<file path="src/core/lamp_pkg.sv">
/*
 Constants, types and status carriers for the four-pin status lamp driver
 of a 10/100/1000 transceiver.
 Assumes the link status and the per-pin settings come from logic on
 ref_clk, and that ref_clk runs at 25 MHz.
*/
// Overview of operation
// - Four lamp outputs exist, each with its own four-bit mode field.
// - Lamps are active low from reset, and an invert setting flips that.
// - Mode 0 is off with no link, on with any link, and blinks on activity.
// - Modes 1 to 3 do the same but qualify only 1000, 100 or 10 Mb/s.
// - Modes 4 to 6 qualify 100 or 1000, 10 or 1000, and 10 or 100 Mb/s.
// - Mode 8 is on for full duplex and blinks on half-duplex collisions.
// - Mode 9 is off without collisions and blinks on a collision.
// - Mode 10 blinks on activity, or on transmit only when so selected.
// - Mode 12 is off with no negotiation fault and on while anegFault is set.
// - Mode 14 forces the lamp off and mode 15 forces it on.
// - A per-pin combine disable drops the activity or collision overlay, except in modes 9 and 10.
// - Blink toggles the lamp at 50% duty while the event condition holds.
// - Per-pin pulse stretch holds the lamp on, then off, for one period.
// - A per-pin rate picks a blink of 2.5, 5, 10 or 20 Hz.
// - The same rate picks a stretch of 50, 100, 200 or 400 ms.
package lamp_pkg;

  localparam int LAMP_COUNT = 4;

  // Clock and time base
  localparam int CLK_PERIOD_NS = 40;
  localparam int TICK_PERIOD_MS = 25;
  localparam int TICK_CYCLES =
    (TICK_PERIOD_MS * 1000000) / CLK_PERIOD_NS;
  localparam int PRESCALE_W = 24;
  localparam int TICK_COUNT_W = 4;
  localparam logic [PRESCALE_W-1:0] PRESCALE_RESET = 24'h00_0000;
  localparam logic [TICK_COUNT_W-1:0] TICK_COUNT_RESET = 4'h0;

  // Stretch length in ticks for rate code 0 (50 ms)
  localparam int STRETCH_MS_SHORTEST = 50;
  localparam int STRETCH_BASE_TICKS = STRETCH_MS_SHORTEST / TICK_PERIOD_MS;
  localparam int STRETCH_COUNT_W = 5;
  localparam logic [STRETCH_COUNT_W-1:0] STRETCH_COUNT_RESET = 5'h00;

  // Pin levels
  localparam logic [LAMP_COUNT-1:0] LAMP_OUT_RESET = 4'hF;

  typedef enum logic [1:0] {
    SPEED_10 = 2'b00,
    SPEED_100 = 2'b01,
    SPEED_1000 = 2'b10,
    SPEED_NONE = 2'b11
  } link_speed_e;

  typedef enum logic [3:0] {
    MODE_LINK_ACT = 4'b0000,
    MODE_LINK1000_ACT = 4'b0001,
    MODE_LINK100_ACT = 4'b0010,
    MODE_LINK10_ACT = 4'b0011,
    MODE_LINK100_1000_ACT = 4'b0100,
    MODE_LINK10_1000_ACT = 4'b0101,
    MODE_LINK10_100_ACT = 4'b0110,
    MODE_RSVD7 = 4'b0111,
    MODE_DUPLEX_COLL = 4'b1000,
    MODE_COLLISION = 4'b1001,
    MODE_ACTIVITY = 4'b1010,
    MODE_RSVD11 = 4'b1011,
    MODE_ANEG_FAULT = 4'b1100,
    MODE_RSVD13 = 4'b1101,
    MODE_FORCE_OFF = 4'b1110,
    MODE_FORCE_ON = 4'b1111
  } lamp_mode_e;

  typedef enum logic [1:0] {
    ST_IDLE = 2'b00,
    ST_ON = 2'b01,
    ST_OFF = 2'b10
  } stretch_phase_e;

  typedef struct packed {
    logic linkUp;
    link_speed_e speed;
    logic fullDuplex;
    logic rxActivity;
    logic txActivity;
    logic collision;
    logic anegFault;
  } link_status_s;

  typedef struct packed {
    lamp_mode_e mode;
    logic combineDisable;
    logic stretchEnable;
    logic [1:0] rate;
  } pin_cfg_s;

endpackage : lamp_pkg

</file>
<file path="src/core/lamp_timebase.sv">
/*
 Shared time base: a 25 ms tick and a free-running tick count whose
 bits give the four blink phases.
 Assumes a single clock and an asynchronous active-high reset.
*/
`timescale 1ns/1ps
module lamp_timebase
  import lamp_pkg::*;
#(
  parameter int unsigned TICK_LEN = TICK_CYCLES
) (
  input wire logic ref_clk,
  input wire logic rst,
  output logic tick,
  output logic [TICK_COUNT_W-1:0] tickCount
);

  typedef struct packed {
    logic [PRESCALE_W-1:0] prescale;
    logic tick;
    logic [TICK_COUNT_W-1:0] count;
  } tb_state_s;

  tb_state_s state_reg;
  tb_state_s state_next;

  ////////////////////////////////////////////////////////////////////////
  always_comb begin
    state_next = state_reg;
    state_next.tick = 1'b0;
    if (state_reg.prescale == PRESCALE_W'(TICK_LEN - 1)) begin
      state_next.prescale = PRESCALE_RESET;
      state_next.tick = 1'b1;
      state_next.count = state_reg.count + 4'h1;
    end else begin
      state_next.prescale = state_reg.prescale + 24'h00_0001;
    end
  end

  always_ff @(posedge ref_clk or posedge rst) begin
    if (rst) begin
      state_reg <= '{PRESCALE_RESET, 1'b0, TICK_COUNT_RESET};
    end else begin
      state_reg <= state_next;
    end
  end

  assign tick = state_reg.tick;
  assign tickCount = state_reg.count;

endmodule : lamp_timebase

</file>
<file path="src/core/lamp_stretcher.sv">
/*
 One pulse stretcher: an event lights the lamp for a stretch period,
 then darkens it for the same period before the next event is taken.
 Assumes tick pulses one cycle in every 25 ms.
*/
`timescale 1ns/1ps
module lamp_stretcher
  import lamp_pkg::*;
(
  input wire logic ref_clk,
  input wire logic rst,
  input wire logic tick,
  input wire logic event_in,
  input wire logic [1:0] rate,
  output logic busy,
  output logic lit
);

  typedef struct packed {
    stretch_phase_e phase;
    logic [STRETCH_COUNT_W-1:0] count;
  } st_state_s;

  st_state_s state_reg;
  st_state_s state_next;
  logic [STRETCH_COUNT_W-1:0] loadValue;

  ////////////////////////////////////////////////////////////////////////
  // One extra tick so a partial first tick never shortens the period
  assign loadValue =
    STRETCH_COUNT_W'((STRETCH_BASE_TICKS << rate) + 1);

  always_comb begin
    state_next = state_reg;
    case (state_reg.phase)
      ST_IDLE: begin
        if (event_in) begin
          state_next.phase = ST_ON;
          state_next.count = loadValue;
        end
      end
      ST_ON: begin
        if (tick) begin
          state_next.count = state_reg.count - 5'h01;
          if (state_reg.count == 5'h01) begin
            state_next.phase = ST_OFF;
            state_next.count = loadValue;
          end
        end
      end
      ST_OFF: begin
        if (tick) begin
          state_next.count = state_reg.count - 5'h01;
          if (state_reg.count == 5'h01) begin
            state_next.phase = ST_IDLE;
            state_next.count = STRETCH_COUNT_RESET;
          end
        end
      end
      default: begin
        state_next.phase = ST_IDLE;
        state_next.count = STRETCH_COUNT_RESET;
      end
    endcase
  end

  always_ff @(posedge ref_clk or posedge rst) begin
    if (rst) begin
      state_reg <= '{ST_IDLE, STRETCH_COUNT_RESET};
    end else begin
      state_reg <= state_next;
    end
  end

  assign busy = (state_reg.phase != ST_IDLE);
  assign lit = (state_reg.phase == ST_ON);

endmodule : lamp_stretcher

</file>
<file path="src/core/status_lamp_driver.sv">
/*
 Four-pin status lamp driver: per-pin mode decode, combine, blink and
 pulse stretch, and output polarity.
 Assumes link status and settings are synchronous to ref_clk and that
 the lamps are wired to status_lamp_out.
*/
`timescale 1ns/1ps
module status_lamp_driver
  import lamp_pkg::*;
#(
  parameter int unsigned TICK_LEN = TICK_CYCLES
) (
  input wire logic ref_clk,
  input wire logic rst,
  input wire link_status_s linkStatus,
  input wire pin_cfg_s [LAMP_COUNT-1:0] pinCfg,
  input wire logic invertPolarity,
  input wire logic activityTxOnly,
  output logic [LAMP_COUNT-1:0] status_lamp_out
);

  typedef struct packed {
    logic [LAMP_COUNT-1:0] lampOut;
  } drv_state_s;

  drv_state_s state_reg;
  drv_state_s state_next;

  logic tick;
  logic [TICK_COUNT_W-1:0] tickCount;
  logic [LAMP_COUNT-1:0] primary;
  logic [LAMP_COUNT-1:0] secondary;
  logic [LAMP_COUNT-1:0] stretchBusy;
  logic [LAMP_COUNT-1:0] stretchLit;
  logic [LAMP_COUNT-1:0] asserted;
  logic link10;
  logic link100;
  logic link1000;
  logic anyActivity;
  logic modeActivity;

  ////////////////////////////////////////////////////////////////////////
  // Time base
  lamp_timebase #(
    .TICK_LEN(TICK_LEN)
  ) u_timebase (
    .ref_clk(ref_clk),
    .rst(rst),
    .tick(tick),
    .tickCount(tickCount)
  );

  ////////////////////////////////////////////////////////////////////////
  // Link qualification
  assign link10 = linkStatus.linkUp && (linkStatus.speed == SPEED_10);
  assign link100 = linkStatus.linkUp && (linkStatus.speed == SPEED_100);
  assign link1000 = linkStatus.linkUp && (linkStatus.speed == SPEED_1000);
  assign anyActivity = linkStatus.rxActivity || linkStatus.txActivity;
  assign modeActivity = activityTxOnly ? linkStatus.txActivity
                                       : anyActivity;

  ////////////////////////////////////////////////////////////////////////
  // Per-pin decode and stretchers
  for (genvar p = 0; p < LAMP_COUNT; p++) begin : g_pin
    logic linkQual;
    logic event_raw;
    logic overlayOn;

    // Primary indication and raw secondary event per mode
    always_comb begin
      linkQual = 1'b0;
      event_raw = 1'b0;
      overlayOn = 1'b1;
      primary[p] = 1'b0;
      case (pinCfg[p].mode)
        MODE_LINK_ACT: begin
          linkQual = link10 || link100 || link1000;
        end
        MODE_LINK1000_ACT: begin
          linkQual = link1000;
        end
        MODE_LINK100_ACT: begin
          linkQual = link100;
        end
        MODE_LINK10_ACT: begin
          linkQual = link10;
        end
        MODE_LINK100_1000_ACT: begin
          linkQual = link100 || link1000;
        end
        MODE_LINK10_1000_ACT: begin
          linkQual = link10 || link1000;
        end
        MODE_LINK10_100_ACT: begin
          linkQual = link10 || link100;
        end
        MODE_DUPLEX_COLL: begin
          primary[p] = linkStatus.linkUp && linkStatus.fullDuplex;
          event_raw = linkStatus.linkUp && !linkStatus.fullDuplex
                      && linkStatus.collision;
        end
        MODE_COLLISION: begin
          event_raw = linkStatus.collision;
        end
        MODE_ACTIVITY: begin
          event_raw = modeActivity;
        end
        MODE_ANEG_FAULT: begin
          primary[p] = linkStatus.anegFault;
          overlayOn = 1'b0;
        end
        MODE_FORCE_OFF: begin
          overlayOn = 1'b0;
        end
        MODE_FORCE_ON: begin
          primary[p] = 1'b1;
          overlayOn = 1'b0;
        end
        default: begin
          overlayOn = 1'b0;
        end
      endcase
      if (pinCfg[p].mode <= MODE_LINK10_100_ACT) begin
        primary[p] = linkQual;
        event_raw = linkQual && anyActivity;
      end
      // Collision and activity modes have no primary to fall back on
      if (pinCfg[p].combineDisable && (pinCfg[p].mode != MODE_COLLISION)
          && (pinCfg[p].mode != MODE_ACTIVITY)) begin
        overlayOn = 1'b0;
      end
      secondary[p] = overlayOn && event_raw;
    end

    lamp_stretcher u_stretch (
      .ref_clk(ref_clk),
      .rst(rst),
      .tick(tick),
      .event_in(secondary[p] && pinCfg[p].stretchEnable),
      .rate(pinCfg[p].rate),
      .busy(stretchBusy[p]),
      .lit(stretchLit[p])
    );

    // Rate code 0 uses the slowest count bit, code 3 the fastest
    always_comb begin
      // Stretch left over from an earlier mode never overrides the primary of a mode whose overlay is off
      if (pinCfg[p].stretchEnable) begin
        asserted[p] = (stretchBusy[p] && overlayOn) ? stretchLit[p]
                                                    : primary[p];
      end else if (secondary[p]) begin
        asserted[p] = tickCount[2'd3 - pinCfg[p].rate];
      end else begin
        asserted[p] = primary[p];
      end
    end
  end

  ////////////////////////////////////////////////////////////////////////
  // Output polarity and register
  always_comb begin
    state_next.lampOut = invertPolarity ? asserted : ~asserted;
  end

  always_ff @(posedge ref_clk or posedge rst) begin
    if (rst) begin
      state_reg.lampOut <= LAMP_OUT_RESET;
    end else begin
      state_reg <= state_next;
    end
  end

  assign status_lamp_out = state_reg.lampOut;

endmodule : status_lamp_driver

</file>
<file path="config.mk">
export PLATFORM = sky130hd
export DESIGN_NAME = status_lamp_driver
export DESIGN_NICKNAME = d
export VERILOG_FILES = /design/src/core/lamp_pkg.sv /design/src/core/lamp_timebase.sv /design/src/core/lamp_stretcher.sv /design/src/core/status_lamp_driver.sv
export SDC_FILE = /design/constraint.sdc
export NUM_CORES = 1
export LEC_CHECK = 0
export BUFFER_PORTS_ARGS = -buffer_cell sky130_fd_sc_hd__buf_2
export CORE_MARGIN = 3
export CORE_UTILIZATION = 50
export DETAILED_ROUTE_END_ITERATION = 16
export PLACE_DENSITY_LB_ADDON = 0.1
export SLEW_MARGIN = 0
export SYNTH_ARGS = -nofsm -noshare
export SYNTH_HDL_FRONTEND = slang
export SYNTH_HIERARCHICAL = 1
export SYNTH_SLANG_ARGS = --single-unit
export TNS_END_PERCENT = 10
</file>
<file path="constraint.sdc">
create_clock -name ref_clk -period 3.6 [get_ports ref_clk]
set_clock_uncertainty 0.15 [all_clocks]
set_input_delay 0.9 -clock ref_clk [delete_from_list [all_inputs] [get_ports ref_clk]]
set_output_delay 0.9 -clock ref_clk [all_outputs]
set_load 0.05 [all_outputs]
</file>
### Word level (Yosys, flattened, before mapping)

Index checks and enable logic that the tools add are counted.

| cells by class | value |
|---|---|
| order comparisons | 8 |
| reduce and logical (&&, ||, !) cells | 61 |
| shifts and indexed selects | 4 |
| mux-type cells | 76 |
| bitwise logic cells | 1 |
| add/sub/neg operators | 14 |
| eq/ne operators | 87 |

Operator list:

| kind | number |
|---|---|
| $mux 7 | 20 |
| $pmux 7 s3 | 4 |
| $eq 4x4->1 const B | 20 |
| $eq 4x3->1 const B | 12 |
| $reduce_or 10->1 | 4 |
| $mux 1 | 33 |
| $eq 4x2->1 const B | 8 |
| $ne 4x4->1 const B | 8 |
| $logic_and 1x1->1 | 30 |
| $pmux 1 s7 | 4 |
| $add 24x1->24 const B | 1 |
| $eq 24x20->1 const B | 1 |
| $mux 24 | 1 |
| $ne 2x2->1 const B | 12 |
| $pmux 1 s3 | 8 |
| $add 5x2->5 const B | 4 |
| $eq 5x1->1 const B | 4 |
| $reduce_and 5->1 | 4 |
| $shl 2x2->5 const A | 4 |
| $sub 5x1->5 const B | 4 |
| $eq 4x1->1 const B | 4 |
| $le 4x3->1 const B | 4 |
| $logic_not 4->1 | 4 |
| $ne 2x1->1 const B | 8 |
| 14 further kinds | 45 |

| word-level totals | value |
|---|---|
| word-level logic and storage cells | 263 |
| output and inout bits | 4 |
| input port bits | 44 |
| flip-flop bits (word level) | 61 |

### Logic depth before layout (Yosys ltp)

| depth | value |
|---|---|
| depth after elaboration | 12 |
| depth in mapped cells | 11 |

### Cells and area by module

The synthesis kept the hierarchy.

Modules (own cells, without submodules):

| module | seq. area each (um^2) | cells an instance | times used | area an instance (um^2) |
|---|---|---|---|---|
| lamp_stretcher | 175.2 | 79 | 4 | 616.8 |
| lamp_timebase | 725.7 | 130 | 1 | 1,442.6 |
| status_lamp_driver | 105.1 | 183 | 1 | 1,327.5 |

### Worst setup path after synthesis

Ideal clock, no wire load.

| path | value |
|---|---|
| path type | input -> register |
| start point | input port pinCfg[14] in the netlist's numbering |
| end point | register g_pin[1].u_stretch/state_reg[2] in the netlist's numbering |
| setup slack | 0.763 ns |
| stages on the path | 10 |
| required time | 3.332 ns |
| arrival time | 2.569 ns |
| path through | buf_2 o211a_1 a221oi_2 and4bb_2 a32o_1 and2_1 nor2b_1 a311oi_1 nor2_1 a21o_1 |

| between the ends | value |
|---|---|
| word-level cells in the longest chain between the ends | 8 |
| elaborated cells on any way between the ends | 26 |

RTL lines:

| what | line | source |
|---|---|---|
| from (decl) | status_lamp_driver.sv:16 | `input wire pin_cfg_s [LAMP_COUNT-1:0] pinCfg,` |
| $eq 4x4->1, or another cell as far along | status_lamp_driver.sv:75 | `case (pinCfg[p].mode)` |
| $reduce_or 10->1 (no source line), or another cell as far along | -- |  |
| $mux 1, or another cell as far along | status_lamp_driver.sv:75 |  |
| $mux 1 (on tied branches) | status_lamp_driver.sv:128, status_lamp_driver.sv:123 |  |
| $logic_and 1x1->1 * | status_lamp_driver.sv:132 | `secondary[p] = overlayOn && event_raw;` |
| $logic_and 1x1->1 * | status_lamp_driver.sv:139 | `.event_in(secondary[p] && pinCfg[p].stretchEnable),` |
| $ne 2x1->1 (no source line) * | -- |  |
| $reduce_and 3->1 (no source line) * | -- |  |
| to (signal assigned) | lamp_stretcher.sv:69 | `state_reg <= '{ST_IDLE, STRETCH_COUNT_RESET};` |
| to (signal assigned) | lamp_stretcher.sv:71 | `state_reg <= state_next;` |
| to (decl) | lamp_stretcher.sv:24 | `st_state_s state_reg;` |

Every way passes the cells marked *; elsewhere a longest branch is shown, timed or not.
A chain may end at the register's enable or synchronous reset.

### Final worst setup path

| path | value |
|---|---|
| start point | input port pinCfg[5] in the netlist's numbering |
| end point | register g_pin[0].u_stretch/state_reg[2] in the netlist's numbering |

| between the ends | value |
|---|---|
| word-level cells in the longest chain between the ends | 8 |
| elaborated cells on any way between the ends | 26 |

RTL lines:

| what | line |
|---|---|
| $eq 4x4->1, or another cell as far along | status_lamp_driver.sv:75 |
| $reduce_or 10->1 (no source line), or another cell as far along | -- |
| $mux 1, or another cell as far along | status_lamp_driver.sv:75 |
| $mux 1 (on tied branches) | status_lamp_driver.sv:128, status_lamp_driver.sv:123 |
| $logic_and 1x1->1 * | status_lamp_driver.sv:132 |
| $logic_and 1x1->1 * | status_lamp_driver.sv:139 |
| $ne 2x1->1 (no source line) * | -- |
| $reduce_and 3->1 (no source line) * | -- |
| to (signal assigned) | lamp_stretcher.sv:69 |
| to (signal assigned) | lamp_stretcher.sv:71 |
| to (decl) | lamp_stretcher.sv:24 |

Marked as above.

==> results.py <==
metrics = {
    "critical_path": {
        "crit_path_end_kind": "register",
        "path_class": "in -> reg",
        "path_max_fanout": 11,
        "cp_slowest_cell": "and2_1",
        "worst-path-buf-inv": 1,
        "start_kind": "primary input",
        "critPathMostFrequentCell": "nor2b_1",
        "critical_path_required_ns": 3.69,
        "max_stage_delay_ns": 0.30,
        "crit_family": "compound AO/OA/AOI/OAI gates",
        "arrival_ns": 2.83,
        "path_cells": "buf_2, nor2b_1, o21ai_0, a211o_1, a21boi_2, and2_1, nor2b_1, a311oi_1, nor2_1, a21o_1",
    },
    "final_layout": {
        "synthToLayoutAreaGrowth_pct": 7.69,
        "antennaDiodeCount": 0,
        "nets": 703,
        "seq_area_mm2": 0.00153,
        "largest_reg_flops": 28,
        "fillers": 943,
        "drive_gt1_share_pct": 16.4,
        "multiInputGateArea_mm2": 0.00328,
        "finalInstanceArea_mm2": 0.00564,
        "fin_util_pct": 56.4,
    },
    "clock_tree": {
        "post_cts_buffers": 0,
        "cts_tree": "built",
        "cts_resized": 0,
        "cts_buffer_depth": 2,
        "numCtsBuffers": 9,
        "clk_pin_slew_ns": 0.08,
        "clock_latency_ns": 0.34,
        "clock_sinks": 61,
        "root_buffer": "clkbuf_8",
        "cts_hold_buf": 0,
        "htreeDepth": 3,
    },
    "synthesis": {
        "synth_top_family_by_area": "simple AND/OR/NAND/NOR gates",
        "synth_area_mm2": 0.00524,
        "synthTopCellsByArea": "dfrtp_1 (27%), nor2_1 (3.9%), inv_1 (3.7%), o21ai_0 (3.3%), xnor2_1 (3.2%)",
        "yosys.area.top_type": "dfrtp_1",
        "synth_xor_area_share_pct": 6.00,
        "muxShareOfSynthArea_pct": 3.87,
        "synth-simple-area-share_pct": 26.2,
        "synth_edf_count": 0,
        "synth_seq_cells": 61,
        "ys_top_cells_by_count": "dfrtp_1 (57), nor2_1 (55), inv_1 (51), nand2_1 (44), o21ai_0 (35)",
        "synthFlopType": "dfrtp_1",
        "synth_seq_area_share_pct": 29.2,
        "synthCells": 629,
        "post-synth-top-count-cell": "dfrtp_1",
        "synth_fp_nets": 683,
        "synth.distinct_cells": 77,
        "avgSynthCellArea_um2": 8.33,
        "synth_compound_area_share_pct": 24.1,
        "async_reset_ff_share_pct": 100,
        "synth_top_area_share_pct": 27.2,
        "ys.warnings.count": 6,
        "synth_fa_ha_area_share_pct": 2.39,
    },
    "routing": {
        "route.detailed.drc": 0,
        "drtAntennaViolNets": 0,
        "drt_iter0_markers": 337,
        "wire_per_inst_um": 16.2,
        "num_vias": 4781,
        "viasPerCell": 6.07,
        "wirelength_um": 12700,
        "drt_first_pass_iters": 5,
    },
    "floorplanning": {
        "fp.dieArea_mm2": 0.0117,
        "ios": 48,
        "start_util_pct": 52.4,
        "core_mm2": 0.0100,
        "die_h_um": 108,
        "std_cell_rows": 36,
        "dieWidth_um": 108,
    },
    "sta": {
        "setup_ws_ns": 0.864,
        "setup_violations": 0,
        "finalHoldViolCount": 0,
        "min_period_ns": 2.74,
        "worst-slew-pin-transition_ns": 0.954,
        "min_period_over_period_pct": 76.0,
        "rsz0062_at_grt": "no",
        "fmax_mhz": 366,
        "slew_violations": 0,
        "relSlewSlack_pct": 35.5,
        "final.setup.tns_ns": 0,
    },
    "global_route": {
        "grt_pass1_wl_um": 21000,
        "grt.total_usage_pct": 22.1,
        "grt_pass1_vias": 4330,
        "grt_max_degree": 23,
        "antenna_found_initial": 1,
        "grt.overflow.total": 0,
    },
    "outcome": {
        "status": "complete, no violations",
    },
    "job": {
        "maxCapViolCount": 0,
    },
    "pwr": {
        "p_leak_uw": 0.00245,
        "peakVddDrop_v": 0.000224,
        "finalPower_uw": 2330,
        "power_density_mw_per_mm2": 414,
    },
    "place": {
        "hpwlAfterDp_um": 9180,
        "io_buffers": 47,
        "gp_congestion": 0.868,
        "placed_area_mm2": 0.00543,
        "place_ws_ns": 0.546,
    },
    "hold_path": {
        "min_path_type": "reg -> reg",
    },
}
## through the flow
step           std cells  hold WS (ns)
3_5_place_dp         771         0.319
5_1_grt              787         0.370
4_1_cts              787         0.332
6_report             787         0.328
3_3_place_gp         771         0.315
2_1_floorplan        629         0.293
## cell usage in the layout, fill, tap and decap left out, drive strengths merged, types with 6 or more instances in the layout
| cell | instances |
|---|---|
| dfrtp | 57 |
| nor2 | 56 |
| inv | 51 |
| buf | 50 |
| nand2 | 44 |
| o21ai | 42 |
| nand3 | 26 |
| nor3 | 23 |
| o22ai | 22 |
| a21oi | 20 |
| xnor2 | 19 |
| xor2 | 16 |
| nor2b | 15 |
| nor4 | 13 |
| nand4 | 13 |
| ha | 10 |
| clkbuf | 10 |
| mux2i | 9 |
| nor3b | 8 |
| and2 | 8 |
| a22oi | 8 |
| nor4b | 8 |
| o21bai | 7 |
| nand2b | 6 |
| a211oi | 6 |
## cell families after synthesis
family,after synthesis
and+or+nand+nor,243
AOI/OAI and AO/OA,173
buffers and inverters,92
DFF,61
xor gates and xnor gates,35
muxes,15
adders and majority gates,10
## layer usage
metal  vias up  part of all wire [%]  GRT usage [%]
met1      2299                    48           30.3
met2       124                    47           35.9
li1       2350                     -              -
met3         6                   4.6           4.66
met5         -                  0.10              0
met4         2                  0.50           5.23
## cell type report
cell class              count  share of cell area, %
multi-input cells         476                   58.1
repair buffers             50                   4.57
clock inverters             6                   1.55
flip-flops and latches     61                   27.2
well taps                 133                   2.95
clock buffers              10                   2.26
inverters                  51                   3.39
## where the power goes
group	internal [uW]	switching [uW]
Sequential	750	127
Combinational	335	439
Clock	390	292
## path summary, 6_finish.rpt
path / from / to / cells after the start / slack (ns)
worst max-delay path: pinCfg[5] / g_pin[0].u_stretch/state_reg[2] / 10 / 0.86
worst min-delay path: u_timebase/state_reg[28] / u_timebase/state_reg[28] / 1 / 0.33
worst max register to register: u_timebase/state_reg[5] / u_timebase/tickCount[1] / 5 / 1.13
worst min register to register: u_timebase/state_reg[28] / u_timebase/state_reg[28] / 1 / 0.33
max in group asynchronous: rst / u_timebase/tickCount[2] / 3 / 2.13
min in group asynchronous: rst / g_pin[2].u_stretch/state_reg[5] / 2 / 0.41
Power figures use the tool's default switching activity.
